==> src/inc/vsf_consts.svh <==
// Purpose: offsets, field positions, reset values and limits of the filter select block
// Assumes: apb with 32-bit data, word-aligned byte offsets
// Notes: included by the design only; the package does not include it
`ifndef VSF_CONSTS_SVH
`define VSF_CONSTS_SVH

// register byte offsets
`define VSF_OFF_ADAPT_MODE   12'h000
`define VSF_OFF_SWITCH_MODE  12'h004
`define VSF_OFF_STATUS       12'h008
`define VSF_OFF_ADAPT_RESULT 12'h00c
`define VSF_OFF_NOTCH_BASE   12'h010
`define VSF_OFF_DAMP_BASE    12'h020

// notch register field positions: freq [12:0], width [20:16], depth [30:24]
`define VSF_NOTCH_FREQ_LSB   0
`define VSF_NOTCH_WIDTH_LSB  16
`define VSF_NOTCH_DEPTH_LSB  24

// adaptive result fields: freq [12:0], width [20:16], depth [30:24], valid [31]
`define VSF_RESULT_VALID_BIT 31

// reset values and limits
`define VSF_ADAPT_MODE_RST   3'h0
`define VSF_ADAPT_MODE_MAX   3'h4
`define VSF_SWITCH_MODE_RST  2'h0
`define VSF_NOTCH_FREQ_RST   13'h1388
`define VSF_NOTCH_FREQ_MIN   13'h0032
`define VSF_NOTCH_FREQ_MAX   13'h1388
`define VSF_NOTCH_WIDTH_RST  5'h02
`define VSF_NOTCH_WIDTH_MAX  5'h14
`define VSF_NOTCH_DEPTH_RST  7'h00
`define VSF_NOTCH_DEPTH_MAX  7'h63
`define VSF_DAMP_FREQ_RST    11'h000
`define VSF_DAMP_FREQ_MAX    11'h7d0
`define VSF_DAMP_FREQ_ON     11'h00a

`endif

==> src/inc/vsf_pkg.sv <==
// Purpose: types of the filter select block
// Assumes: vsf_consts.svh defines the numbers
// Notes: types only
package vsf_pkg;

    // damping filter switching modes
    typedef enum logic [1:0] {
        VSF_SW_ALWAYS = 2'h0,
        VSF_SW_INPUT_A = 2'h1,
        VSF_SW_DECODE = 2'h2,
        VSF_SW_DIRECTION = 2'h3
    } vsf_switch_mode_t;

    // adaptive bank state, one-hot
    typedef enum logic [2:0] {
        VSF_AD_OFF = 3'h1,
        VSF_AD_TRACK = 3'h2,
        VSF_AD_LOCKED = 3'h4
    } vsf_adapt_state_t;

endpackage : vsf_pkg

==> src/verilog/vsf_filter_select.sv <==
// Purpose: configuration and selection of notch and damping filters
// Assumes: apb slave on pclk, adaptive engine outside reports results
// Notes: filter arithmetic lives elsewhere; this block holds settings
//
// Functional notes
// - adaptive mode 0 to 4, 0 off
// - mode 1: one notch, freeze after converge
// - mode 2: two notches, freeze after converge
// - mode 3: one notch, always adapting
// - mode 4: two notches, one always adapting
// - notch frequency 50 to 5000 Hz, default 5000
// - notch width 0 to 20, default 2
// - notch depth 0 to 99, default 0
// - adaptive results overwrite notches 3 and 4
// - switching mode 0 to 3, 0 all enabled
// - mode 1: input a picks 1+3 or 2+4
// - mode 2: inputs decode one filter
// - mode 3: direction picks 1+3 or 2+4
// - damping 1 frequency 0.1 Hz, active at 10+
// - damping 2 to 4 likewise, active at 10+
//
// Chosen here: the APB interface to the registers and the address map.
`timescale 1ns/1ps
`include "vsf_consts.svh"

module vsf_filter_select
    import vsf_pkg::*;
(
    // apb slave
    input wire logic pclk,
    input wire logic presetn,
    input wire logic psel,
    input wire logic penable,
    input wire logic pwrite,
    input wire logic [11:0] paddr,
    input wire logic [31:0] pwdata,
    output logic [31:0] prdata,
    output logic pready,
    output logic pslverr,
    // selection pins and motion direction
    input wire logic damping_select_input_a,
    input wire logic damping_select_input_b,
    input wire logic motion_reverse,
    // adaptive engine results, one-cycle strobes per notch
    input wire logic adapt_update_3,
    input wire logic adapt_update_4,
    input wire logic adapt_converged,
    input wire logic [12:0] adapt_freq,
    input wire logic [4:0] adapt_width,
    input wire logic [6:0] adapt_depth,
    // outputs to filter datapath
    output logic [3:0] notch_adaptive,
    output logic [3:0] notch_tracking,
    output logic [3:0] damping_enable
);

    localparam int NOTCHES = 4;
    localparam int DAMPERS = 4;

    logic [2:0] adapt_mode;
    vsf_switch_mode_t switch_mode;
    logic [12:0] notch_freq [NOTCHES];
    logic [4:0] notch_width [NOTCHES];
    logic [6:0] notch_depth [NOTCHES];
    logic [10:0] damp_freq [DAMPERS];
    logic sel_a_meta, sel_a_sync, sel_b_meta, sel_b_sync;
    logic dir_meta, dir_sync;
    vsf_adapt_state_t adapt_state;
    logic [1:0] adapt_count;
    logic wr_access, rd_access;
    logic [3:0] next_damping_enable;
    logic [3:0] next_notch_adaptive;
    logic [3:0] next_notch_tracking;
    logic [31:0] next_prdata;
    logic next_slverr;
    logic addr_ok;

    assign wr_access = psel & penable & pwrite;
    assign rd_access = psel & ~penable & ~pwrite;

    // two-stage synchronisers, pin level high means shorted
    always_ff @(posedge pclk or negedge presetn) begin
        if (!presetn) begin
            sel_a_meta <= 1'b0;
            sel_a_sync <= 1'b0;
            sel_b_meta <= 1'b0;
            sel_b_sync <= 1'b0;
            dir_meta <= 1'b0;
            dir_sync <= 1'b0;
        end else begin
            sel_a_meta <= damping_select_input_a;
            sel_a_sync <= sel_a_meta;
            sel_b_meta <= damping_select_input_b;
            sel_b_sync <= sel_b_meta;
            dir_meta <= motion_reverse;
            dir_sync <= dir_meta;
        end
    end

    // adaptive mode register; out-of-range writes are refused
    // a refused write leaves the old mode running
    always_ff @(posedge pclk or negedge presetn) begin
        if (!presetn) begin
            adapt_mode <= `VSF_ADAPT_MODE_RST;
        end else if (wr_access && paddr == `VSF_OFF_ADAPT_MODE
                     && pwdata[2:0] <= `VSF_ADAPT_MODE_MAX && pwdata[31:3] == 29'h0) begin
            adapt_mode <= pwdata[2:0];
        end
    end

    // switching mode register, all four codes legal
    always_ff @(posedge pclk or negedge presetn) begin
        if (!presetn) begin
            switch_mode <= vsf_switch_mode_t'(`VSF_SWITCH_MODE_RST);
        end else if (wr_access && paddr == `VSF_OFF_SWITCH_MODE) begin
            switch_mode <= vsf_switch_mode_t'(pwdata[1:0]);
        end
    end

    // adaptive bank state: tracking until converged, modes 1, 2 and 4 then lock
    // a change to mode 0 or 3 drops the lock so tracking starts afresh
    always_ff @(posedge pclk or negedge presetn) begin
        if (!presetn) begin
            adapt_state <= VSF_AD_OFF;
        end else begin
            case (adapt_state)
                VSF_AD_OFF: begin
                    if (adapt_mode != 3'h0) begin
                        adapt_state <= VSF_AD_TRACK;
                    end
                end
                VSF_AD_TRACK: begin
                    if (adapt_mode == 3'h0) begin
                        adapt_state <= VSF_AD_OFF;
                    end else if (adapt_converged && (adapt_mode == 3'h1
                                 || adapt_mode == 3'h2 || adapt_mode == 3'h4)) begin
                        adapt_state <= VSF_AD_LOCKED;
                    end
                end
                VSF_AD_LOCKED: begin
                    if (adapt_mode == 3'h0 || adapt_mode == 3'h3) begin
                        adapt_state <= VSF_AD_OFF;
                    end
                end
                default: begin
                    adapt_state <= VSF_AD_OFF;
                end
            endcase
        end
    end

    // number of adaptive notches for the current mode
    always_comb begin
        case (adapt_mode)
            3'h1: adapt_count = 2'h1;
            3'h2: adapt_count = 2'h2;
            3'h3: adapt_count = 2'h1;
            3'h4: adapt_count = 2'h2;
            default: adapt_count = 2'h0;
        endcase
    end

    // notch flags: notch 3 is first adaptive, notch 4 second
    always_comb begin
        next_notch_adaptive = 4'h0;
        next_notch_tracking = 4'h0;
        next_notch_adaptive[2] = (adapt_count != 2'h0);
        next_notch_adaptive[3] = (adapt_count == 2'h2);
        if (adapt_state == VSF_AD_TRACK) begin
            next_notch_tracking[2] = next_notch_adaptive[2];
            next_notch_tracking[3] = next_notch_adaptive[3];
        end else if (adapt_state == VSF_AD_LOCKED && adapt_mode == 3'h4) begin
            // in mode 4 the first notch keeps adapting once the second has settled
            next_notch_tracking[2] = 1'b1;
        end
    end

    // per-notch settings; adaptive results win over software writes
    // notches 1 and 2 never take results, their load is tied low
    generate
        for (genvar n = 0; n < NOTCHES; n++) begin : g_notch
            logic hw_load;
            if (n >= 2) begin : g_adapt
                assign hw_load = next_notch_tracking[n]
                    && ((n == 2) ? adapt_update_3 : adapt_update_4);
            end else begin : g_plain
                assign hw_load = 1'b0;
            end
            always_ff @(posedge pclk or negedge presetn) begin
                if (!presetn) begin
                    notch_freq[n] <= `VSF_NOTCH_FREQ_RST;
                    notch_width[n] <= `VSF_NOTCH_WIDTH_RST;
                    notch_depth[n] <= `VSF_NOTCH_DEPTH_RST;
                end else if (hw_load) begin
                    notch_freq[n] <= adapt_freq;
                    notch_width[n] <= adapt_width;
                    notch_depth[n] <= adapt_depth;
                end else if (wr_access && paddr == `VSF_OFF_NOTCH_BASE + 12'(4 * n)) begin
                    // out-of-range fields keep their old value
                    if (pwdata[12:0] >= `VSF_NOTCH_FREQ_MIN
                        && pwdata[12:0] <= `VSF_NOTCH_FREQ_MAX) begin
                        notch_freq[n] <= pwdata[12:0];
                    end
                    if (pwdata[20:16] <= `VSF_NOTCH_WIDTH_MAX) begin
                        notch_width[n] <= pwdata[20:16];
                    end
                    if (pwdata[30:24] <= `VSF_NOTCH_DEPTH_MAX) begin
                        notch_depth[n] <= pwdata[30:24];
                    end
                end
            end
        end
    endgenerate

    // damping frequency registers, 0.1 Hz steps
    generate
        for (genvar d = 0; d < DAMPERS; d++) begin : g_damp
            always_ff @(posedge pclk or negedge presetn) begin
                if (!presetn) begin
                    damp_freq[d] <= `VSF_DAMP_FREQ_RST;
                end else if (wr_access && paddr == `VSF_OFF_DAMP_BASE + 12'(4 * d)
                             && pwdata[10:0] <= `VSF_DAMP_FREQ_MAX
                             && pwdata[31:11] == 21'h0) begin
                    damp_freq[d] <= pwdata[10:0];
                end
            end
        end
    endgenerate

    // damping filter selection, then gate by frequency threshold
    // a filter below the 1 Hz threshold stays off whatever the select says
    always_comb begin
        case (switch_mode)
            VSF_SW_ALWAYS: next_damping_enable = 4'hf;
            VSF_SW_INPUT_A: next_damping_enable = sel_a_sync ? 4'ha : 4'h5;
            VSF_SW_DECODE: begin
                case ({sel_b_sync, sel_a_sync})
                    2'h0: next_damping_enable = 4'h1;
                    2'h1: next_damping_enable = 4'h2;
                    2'h2: next_damping_enable = 4'h4;
                    default: next_damping_enable = 4'h8;
                endcase
            end
            VSF_SW_DIRECTION: next_damping_enable = dir_sync ? 4'ha : 4'h5;
            default: next_damping_enable = 4'h0;
        endcase
        for (int i = 0; i < DAMPERS; i++) begin
            if (damp_freq[i] < `VSF_DAMP_FREQ_ON) begin
                next_damping_enable[i] = 1'b0;
            end
        end
    end

    // damping enables registered so the datapath sees a glitch-free select
    always_ff @(posedge pclk or negedge presetn) begin
        if (!presetn) begin
            damping_enable <= 4'h0;
        end else begin
            damping_enable <= next_damping_enable;
        end
    end

    // notch flags registered alongside, one edge after the mode or state
    always_ff @(posedge pclk or negedge presetn) begin
        if (!presetn) begin
            notch_adaptive <= 4'h0;
            notch_tracking <= 4'h0;
        end else begin
            notch_adaptive <= next_notch_adaptive;
            notch_tracking <= next_notch_tracking;
        end
    end

    // read mux, sampled in the setup cycle so data is ready at the access edge
    // unknown or misaligned offsets read as zero and answer with an error
    always_comb begin
        next_prdata = 32'h0;
        addr_ok = 1'b1;
        case (paddr)
            `VSF_OFF_ADAPT_MODE: next_prdata[2:0] = adapt_mode;
            `VSF_OFF_SWITCH_MODE: next_prdata[1:0] = switch_mode;
            `VSF_OFF_STATUS: begin
                next_prdata[3:0] = damping_enable;
                next_prdata[7:4] = notch_adaptive;
                next_prdata[11:8] = notch_tracking;
                next_prdata[12] = dir_sync;
                next_prdata[13] = sel_a_sync;
                next_prdata[14] = sel_b_sync;
                next_prdata[17:15] = adapt_state; // one-hot state, three bits
            end
            `VSF_OFF_ADAPT_RESULT: begin
                next_prdata[`VSF_RESULT_VALID_BIT] = (adapt_state == VSF_AD_LOCKED);
                next_prdata[30:0] = {notch_depth[2], 3'h0, notch_width[2], 3'h0, notch_freq[2]};
            end
            default: begin
                addr_ok = 1'b0;
                for (int i = 0; i < NOTCHES; i++) begin
                    if (paddr == `VSF_OFF_NOTCH_BASE + 12'(4 * i)) begin
                        addr_ok = 1'b1;
                        next_prdata = {1'b0, notch_depth[i], 3'h0, notch_width[i],
                                       3'h0, notch_freq[i]};
                    end
                end
                for (int i = 0; i < DAMPERS; i++) begin
                    if (paddr == `VSF_OFF_DAMP_BASE + 12'(4 * i)) begin
                        addr_ok = 1'b1;
                        next_prdata = {21'h0, damp_freq[i]};
                    end
                end
            end
        endcase
        next_slverr = ~addr_ok;
    end

    // ready: zero wait states, high for the access cycle only
    always_ff @(posedge pclk or negedge presetn) begin
        if (!presetn) begin
            pready <= 1'b0;
        end else begin
            pready <= psel & ~penable;
        end
    end

    // error: unmapped offsets are answered but never written
    always_ff @(posedge pclk or negedge presetn) begin
        if (!presetn) begin
            pslverr <= 1'b0;
        end else begin
            pslverr <= psel & ~penable & next_slverr;
        end
    end

    // read data captured in the setup cycle so it stands at the access edge;
    // it then holds until the next read, writes leave it alone
    always_ff @(posedge pclk or negedge presetn) begin
        if (!presetn) begin
            prdata <= 32'h0;
        end else if (rd_access) begin
            prdata <= next_prdata;
        end
    end

endmodule : vsf_filter_select

==> config.mk <==
export PLATFORM = sky130hd
export DESIGN_NAME = vsf_filter_select
export DESIGN_NICKNAME = d
export VERILOG_FILES = /design/src/inc/vsf_pkg.sv /design/src/verilog/vsf_filter_select.sv
export VERILOG_INCLUDE_DIRS = /design/src /design/src/inc
export SDC_FILE = /design/constraint.sdc
export NUM_CORES = 1
export LEC_CHECK = 0
export BUFFER_PORTS_ARGS = -buffer_cell sky130_fd_sc_hd__buf_2
export CAP_MARGIN = 30
export CORE_MARGIN = 4
export CORE_UTILIZATION = 45
export CTS_BUF_LIST = sky130_fd_sc_hd__clkbuf_2
export CTS_CLUSTER_SIZE = 12
export DETAILED_ROUTE_END_ITERATION = 10
export SYNTH_ARGS = -nofsm -noshare
export SYNTH_HDL_FRONTEND = slang
export SYNTH_SLANG_ARGS = --single-unit
==> constraint.sdc <==
create_clock -name pclk -period 4.05 [get_ports pclk]
set_input_delay 0.2025 -clock pclk [delete_from_list [all_inputs] [get_ports pclk]]
set_output_delay 0.2025 -clock pclk [all_outputs]
set_load 0.02 [all_outputs]
---- Yosys cells after proc, flatten, opt, wreduce, memory -nomap -nowiden ----
Index checks and enable logic that the tools add are counted.
word-level totals
  register bits ........................... 200
  memory bits (writable) .................. 0
  latch bits .............................. 0
  memories ................................ 0
  output and inout port bits .............. 46
  memory bits (read-only) ................. 0
  word-level logic and storage cells ...... 191
operators by class
  multiplexer cells ....................... 53
  div/mod/pow operators ................... 0
  equality and inequality tests ........... 27
  $lt $le $gt $ge ......................... 10
  reductions and logical operators ........ 62
  add/sub/neg operators ................... 0
  bitwise logic cells ..................... 8
  shift-type cells ........................ 0
  $mul .................................... 0
operators with widths
  cell                    count
  $mux W32                7
  $mux W13                5
  $eq A12 B5 Y1 const B   4
  $eq A12 B6 Y1 const B   4
  $pmux W15 S3            1
  $lt A11 B4 Y1 const B   4
  $mux W7                 5
  $mux W31                1
  $logic_not A29 Y1       1
  $pmux W14 S2            1
  $logic_and A1 B1 Y1     25
  $mux W5                 5
  $eq A12 B4 Y1 const B   2
  $reduce_and A2 Y1       12
  $logic_not A21 Y1       1
  $reduce_bool A2 Y1      9
  $mux W1                 16
  $pmux W4 S4             1
  $ge A13 B6 Y1 const B   1
  $le A13 B13 Y1 const B  1
  $eq A12 B3 Y1 const B   1
  $logic_not A12 Y1       1
  $mux W3                 4
  $pmux W4 S3             1
  26 further kinds        47

---- Depth between registers and ports, before layout ----
Gate-level depths: netlist of run 1.
  depth after elaboration ................. 12
  mapped depth ............................ 8
  gate-level depth less buffers ........... 5

---- Worst setup path before layout of run 1 ----
OpenSTA, ideal clock, no wires.
  path kind ............................... input-to-reg
  start ................................... input port paddr[7]
  end ..................................... register notch_depth[21] (netlist bit)
  stages .................................. 6
  path slack .............................. 1.967 ns
  arrival time ............................ 1.958 ns
  path through ............................ or4b_1 buf_2 or2_1 buf_6 nor4_4 mux2_2
on the way
  cells in the longest elaborated chain, start to end .. 3
RTL lines
  what                            RTL line                  source
  start: declaration              vsf_filter_select.sv:35   input wire logic [11:0] paddr,
  $eq A12 B5 Y1                   vsf_filter_select.sv:198  end else if (wr_access && paddr == `VSF_OFF_NOTCH_BASE + 12'(4 * n)) begin
  $logic_and A1 B1 Y1             vsf_filter_select.sv:198
  $reduce_and A2 Y1 (no line)     --
  end signal: indexed assignment  vsf_filter_select.sv:193  notch_depth[n] <= `VSF_NOTCH_DEPTH_RST;
  end signal: indexed assignment  vsf_filter_select.sv:197  notch_depth[n] <= adapt_depth;
  end signal: indexed assignment  vsf_filter_select.sv:208  notch_depth[n] <= pwdata[30:24];
  end: declaration                vsf_filter_select.sv:64   logic [6:0] notch_depth [NOTCHES];
Every way passes these cells.
A chain may end at the register's enable or synchronous reset.

---- Worst setup path after layout of run 1 ----
  start ................................... input port paddr[7]
  end ..................................... register notch_depth[10] (netlist bit)
on the way
  cells in the longest elaborated chain, start to end .. 4
RTL lines
  what                          RTL line
  $eq A12 B5 Y1                 vsf_filter_select.sv:198
  $logic_and A1 B1 Y1           vsf_filter_select.sv:198
  $reduce_bool A2 Y1 (no line)  --
  $reduce_and A2 Y1 (no line)   --
Every way passes these cells.

==> reports/metrics.cfg, run 1 <==
[floorplanning]
initial_core_util_pct=45.8
coreArea_um2=21800
die_x_um=157
placementRows=54
die-area_um2=24600
ioPinCount=126
chipHeight_um=157

[detailed_routing]
dr.first_iter.drc_count=590
wl_per_cell_um=22.2
ant_nets=0
drt-vias-per-instance=5.80
drc_errors=0
route.met2.wl_mm=14.2
drt_pre_antenna_iters=7
route.vias.total=7925
highest_layer=met4
met3_wirelength_mm=2.17
routed_wl_mm=30.3
route.layer.met1.wl_mm=13.6

[synth]
top_ff_cell_synth=dfrtp_1
yosysTopAreaCell=dfrtp_1
synth_cell_type_count=66
synth_area_per_cell_um2=11.4
async_set_or_reset_flop_fraction_in_the_synthesized_netlist_pct=100
syn_inst=880
yosysSeqAreaShare_pct=49.7
syn-cell-area_um2=9990
ys_top_cells_by_area=dfrtp_1, mux2_2, dfstp_2
flip_flop_and_latch_count_after_synthesis=197
yosysWarnings=0
synth_enable_flop_cells=0
synth_top_area_share_pct=43.1

[sta]
maxClockFrequency_mhz=334
final.setup.tns_ps=0
finalMaxSlewViolations=0
grt_setup_unrepaired=no
period_share_pct=74.0
final_period_minus_worst_setup_slack_ps=3000
slew_headroom_pct=34.7
setup_ws_ps=1050
clock_skew_ps=44.8
timing_hold_violations_final=0
finalSetupViolations=0
worst-slew-pin-transition_ps=972

[clock_network]
clock_tree.buffer_depth=2
post_cts_buffers=0
total_number_of_h_tree_levels=4
insertion_delay_ps=790
clockRootBuffer=clkbuf_2
tritoncts=yes
clkTransAtPathRegs_ps=300
cts-buffers-inserted=17
sinks_on_clock_net=197

[power_and_ir_drop]
switching_power_w=0.000973
fraction_of_power_consumed_by_sequential_logic_pct=61.1
vdd_drop_max_v=0.000154
power.share.clock_pct=28.1
swShare_pct=29.5
internal_power_w=0.00233
share_comb_of_total_power_pct=10.9
p_leak_nw=5.81
cellPowerDensity_nw_per_um2=273

[global_route]
grt_start_max_net_pins=84
grt_pass1_wl_mm=46.6
grt.overflow.total=0
grt_antenna_before_repair=1
grt_pass1_vias=7883
grt.total_usage_pct=24.8

[worst_setup_path]
worst_ep_required_time_ps=4730
end_kind=flip-flop
reg2reg_depth=6
critPathLaunchType=input pin
timing.rr.end=notch_freq[18]$_DFFE_PN0P_
criticalPathCategory=input pin to flip-flop
rrSetupSlack_ps=1300
worst-endpoint-arrival_ps=3680
regToRegStartpoint=adapt_mode[2]$_DFFE_PN0P_
crit_fanout=9

[placed_design]
worst_slack_at_placement_ps=1140
dpl.cell_count=1225
port_buffers=118
place.detailed.hpwl_mm=20.4
place.gp.congestion=0.897

[worst_hold_path]
hold-path-cell-count=5
hold-path-endpoint=prdata[6]$_DFFE_PN0P_
worst_hold_path_type=input pin to flip-flop
worstHoldStart=paddr[4]

[finish]
design.final.nets=1152
drive_above_1_share_pct=30.0
layout.cells.non_filler=1366
area.growth.synth_to_final_pct=20.9
final_common_cell=dfrtp_1
mostFrequentLayoutCells=dfrtp_1, buf_2, dlygate4sd3_1

[flow_run]
max_cap_viol_count=0

[outcome]
result_of_the_run=finished clean

[worst max path at each step]
stage                                          start                     endpoint  slack (ps)  cells after the start
after global routing                        paddr[7]  notch_depth[12]$_DFFE_PN0P_        1100                      8
after global placement                      paddr[7]    damp_freq[23]$_DFFE_PN0P_        1280                      6
after CTS                 adapt_state[1]$_DFFE_PN0P_   notch_depth[6]$_DFFE_PN0P_        1370                      7
after floorplan                             paddr[7]  notch_depth[21]$_DFFE_PN0P_        1970                      6
final                                       paddr[7]  notch_depth[10]$_DFFE_PN0P_        1050                      8
after detailed placement                    paddr[7]    damp_freq[19]$_DFFE_PN0P_        1140                      6
[worst max-delay path, cell delays in order]
cell,delay [ps]
dlygate4sd3_1,530
buf_2,150
or4b_1,810
or2_1,490
nor3_4,560
mux2i_1,270
o21ai_1,70
dlygate4sd3_1,570
[timing repair]
item / 4_1_cts / 5_1_grt
resized for setup: 0 / 0
hold buffers: 103 / 4
hold endpoints to repair: 259 / 5
[power by group through the flow]
stage | Clock [W] | Sequential, W | Combinational [W]
2_1_floorplan | 0 | 0.00204 | 0.000132
3_3_place_gp | 0 | 0.00205 | 0.000284
3_5_place_dp | 0 | 0.00205 | 0.000285
4_1_cts | 0.000950 | 0.00202 | 0.000351
5_1_grt | 0.00104 | 0.00202 | 0.000389
6_report | 0.000927 | 0.00202 | 0.000359
[registers in the layout, summed over array words and instances, names as in the netlist, 3 cells and up]
signal,cells
damping_enable,4
damp_freq,44
notch_freq,52
prdata,29
notch_depth,28
notch_width,20
adapt_mode,3
adapt_state,3
[cells in the mapped netlist (3+ instances only)]
cell,n
o221ai_1,3
nor2b_1,7
nor3b_1,6
nor3_1,11
dfrtp_1,172
a31oi_1,4
dfstp_2,25
a32oi_1,8
clkbuf_1,45
inv_1,10
mux2_2,99
nor3_4,3
mux2i_1,63
nor2_1,50
buf_4,7
nand4_1,7
nand3_1,15
and2_1,3
buf_1,3
nand2b_1,5
and3_1,8
o21ai_1,6
nand2_1,70
a221o_1,10
a21oi_1,45
a22oi_1,11
mux4_2,23
nand4b_1,3
o2bb2ai_1,11
nor4_1,11
o21ai_0,55
buf_2,17
o22ai_1,14
o22a_1,3
a211oi_1,7
or3_1,4
[area by class of cell]
cell class	instances	area, µm²
fillers	1956	9750
clock buffers	17	85.1
inverters	10	37.5
well taps	280	350
diodes	1	2.50
flip-flops and latches	197	4960
repair buffers	241	1820
clock inverters	15	121
multi-input cells	605	4700
[per-layer routing]
metal,vias up,global-route usage (%)
li1,3632,-
met2,301,39.3
met5,-,0
met3,26,5.66
met4,0,5.58
met1,3966,35.0
[cell families (layout without fill, tap and decap cells)]
group	count (synthesis)	in the layout	synth area share, %
buffers and inverters	84	283	3.78
AND/OR/NAND/NOR	218	218	11.3
multiplexers	185	185	22.7
flip-flops	197	197	49.7
XOR/XNOR	3	3	0.263
AO/OA/AOI/OAI	191	191	12.2
adder cells (fa/ha/maj)	1	1	0.100
other	1	8	0.0375
[through the flow]
| step | power, W | hold WS, ps | utilization [%] | area, µm² |
|---|---|---|---|---|
| floorplan | 0.00217 | -93.1 | - | 10000 |
| detailed placement | 0.00233 | 312 | 49.4 | 10800 |
| global placement | 0.00233 | 311 | 49.4 | 10800 |
| CTS | 0.00332 | 13.5 | 55.1 | 12000 |
| finish | 0.00330 | 109 | 55.3 | 12100 |
| global route | 0.00345 | 27.9 | 55.3 | 12100 |
Power figures use the tool's default switching activity.
==> run 2: changes to the inputs <==
- PLACE_DENSITY: not set -> 0.67
- clock period: 4.05 -> 2.75 ns (I/O delays scaled with it)
==> run 2 against run 1 <==
Clock power rose by 52%. Total power is 49% higher. Clock-buffer cell count is 1 higher. Combinational power is 48% higher. Sequential power is 47% higher. Via count up 2.0%. Global-route usage is 0.41 points lower. Hold slack got worse by 32 ps. Clock skew rose by 2.7 ps. Die area unchanged. Critical path depth increased by 2.
==> reports/metrics.cfg, run 2 (synthesized netlist as in run 1, its figures left out) <==
[outcome]
result_of_the_run=finished clean

[sta]
grt_setup_unrepaired=no
worst-slew-pin-transition_ps=659  ; -313 ps
final.setup.tns_ps=0  ; unchanged
final_period_minus_worst_setup_slack_ps=2650
timing_hold_violations_final=0  ; unchanged
worst_slack_on_hold_paths_ps=77.2  ; -31.6 ps
maxClockFrequency_mhz=377
clock_skew_ps=47.5  ; +2.65 ps
period_share_pct=96.3
finalMaxSlewViolations=0  ; unchanged
finalSetupViolations=0  ; unchanged
slew_headroom_pct=55.7  ; +21 points

[detailed_routing]
dr.first_iter.drc_count=645  ; +9.3%
drt-vias-per-instance=5.88  ; +1.3%
drt_pre_antenna_iters=6  ; -1
routed_wl_mm=29.5  ; -2.6%
route.vias.total=8085  ; +2.0%
wl_per_cell_um=21.5  ; -3.4%
ant_nets=0  ; unchanged
drc_errors=0  ; unchanged

[clock_network]
tritoncts=yes
clock_tree.buffer_depth=2  ; unchanged
cts-buffers-inserted=17  ; unchanged
clkTransAtPathRegs_ps=290  ; about the same
insertion_delay_ps=770  ; -20 ps
post_cts_buffers=0  ; unchanged
clockRootBuffer=clkbuf_2
sinks_on_clock_net=197  ; unchanged
total_number_of_h_tree_levels=4  ; unchanged

[finish]
design.final.nets=1162  ; +0.87%
drive_above_1_share_pct=32.2  ; +2.2 points
top_regs=notch_freq (52), damp_freq (44), prdata (29)
max_reg_flops=52  ; unchanged
final_common_cell=dfrtp_1
nFillCells=1894  ; -3.2%
final_cell_area_um2=12200  ; +0.64%
area.growth.synth_to_final_pct=21.7
mostFrequentLayoutCells=dfrtp_1, buf_2, mux2_2
registers.top_by_ff_count=notch_freq
multi_input_comb_area_um2=4700  ; -0.13%
sequential_area_um2=4960  ; about the same

[power_and_ir_drop]
swShare_pct=27.0  ; -2.4 points
p_leak_nw=5.84  ; +0.40%
power.total_w=0.00491  ; +49%
fraction_of_power_consumed_by_sequential_logic_pct=60.5  ; -0.6 points
share_comb_of_total_power_pct=10.8  ; about the same
cellPowerDensity_nw_per_um2=404  ; +48%
internal_power_w=0.00358  ; +54%
power.share.clock_pct=28.7  ; +0.6 points
switching_power_w=0.00133  ; +36%
vdd_drop_max_v=0.000355  ; +130%

[placed_design]
place.gp.congestion=0.888  ; -0.97%
place.detailed.hpwl_mm=20.5  ; about the same
placed_cell_area_um2=11000  ; +1.8%
port_buffers=118  ; unchanged

[floorplanning]
placementRows=54  ; unchanged
chipHeight_um=157  ; unchanged
die_x_um=157  ; unchanged
die-area_um2=24600  ; unchanged
coreArea_um2=21800  ; unchanged
ioPinCount=126  ; unchanged
initial_core_util_pct=45.8  ; unchanged

[global_route]
grt_antenna_before_repair=1  ; unchanged
grt_start_max_net_pins=66  ; -21%
grt_pass1_wl_mm=46.1  ; -1.1%
grt.total_usage_pct=24.3  ; -0.41 points
grt_pass1_vias=8192  ; +3.9%
grt.overflow.total=0  ; unchanged

[worst_setup_path]
criticalPathCategory=input pin to flip-flop
end_kind=flip-flop
worst_ep_required_time_ps=3460  ; -1270 ps
critPathLaunchType=input pin
crit_fanout=10  ; +1
worst-endpoint-arrival_ps=3360  ; -320 ps

[flow_run]
max_cap_viol_count=0  ; unchanged

[worst_hold_path]
worst_hold_path_type=input pin to flip-flop

[run 2: power by group through the flow]
stage,clock [W],combinational (W),sequential (W)
2_1_floorplan,0,0.000195,0.00300
3_3_place_gp,0,0.000421,0.00301
3_5_place_dp,0,0.000424,0.00301
4_1_cts,0.00142,0.000525,0.00297
5_1_grt,0.00155,0.000576,0.00297
6_report,0.00141,0.000531,0.00297
[run 2: worst max-delay path: stages]
cell and delay [ps]:
dlygate4sd3_1 530, buf_2 120, or4b_1 590, buf_4 220, nor3_1 320, nand4_1 240
buf_4 290, mux2i_1 140, o21ai_0 180, dlygate4sd3_1 580
[run 2: through the flow]
stage	util, %	setup WS (ps)	std cells
after global placement	50.3	423	1250
after CTS	55.6	19.3	1373
after detailed placement	50.3	371	1250
after global routing	55.7	2.10	1376
after floorplan	-	709	886
final	55.7	100	1376
[run 2: timing repair]
action | CTS | global route
resized for setup | 0 | 3
hold buffers | 91 | 2
hold endpoints to repair | 349 | 2
setup endpoints to repair | 0 | 24
[run 2: area by class of cell]
class	instances	share of cell area, %
well taps	280	2.88
repair buffers	251	15.4
clock buffers	18	0.741
inverters	10	0.309
flip-flops and latches	197	40.8
diodes	1	0.0206
multi-input cells	605	38.6
clock inverters	14	1.13
[run 2: worst paths after layout]
path | start | to | slack, ps | cells after the start
max in group asynchronous | presetn | notch_freq[33]$_DFFE_PN1P_ | 1690 | 4
max reg2reg | adapt_state[2]$_DFFE_PN0P_ | notch_freq[9]$_DFFE_PN1P_ | 190 | 8
min in group asynchronous | presetn | notch_freq[25]$_DFFE_PN1P_ | 520 | 3
min reg2reg | sel_b_meta$_DFF_PN0_ | sel_b_sync$_DFF_PN0_ | 380 | 0
min | paddr[7] | prdata[10]$_DFFE_PN0P_ | 80 | 6
max | paddr[5] | notch_freq[20]$_DFFE_PN1P_ | 100 | 10
[run 2: per-layer routing]
| metal | vias up | global-route usage [%] | wire length [µm] |
|---|---|---|---|
| met2 | 346 | 38.8 | 13900 |
| met4 | 0 | 6.24 | 529 |
| met5 | - | 0 | 0 |
| met1 | 4045 | 34.5 | 12800 |
| met3 | 37 | 4.78 | 2240 |
| li1 | 3657 | - | - |
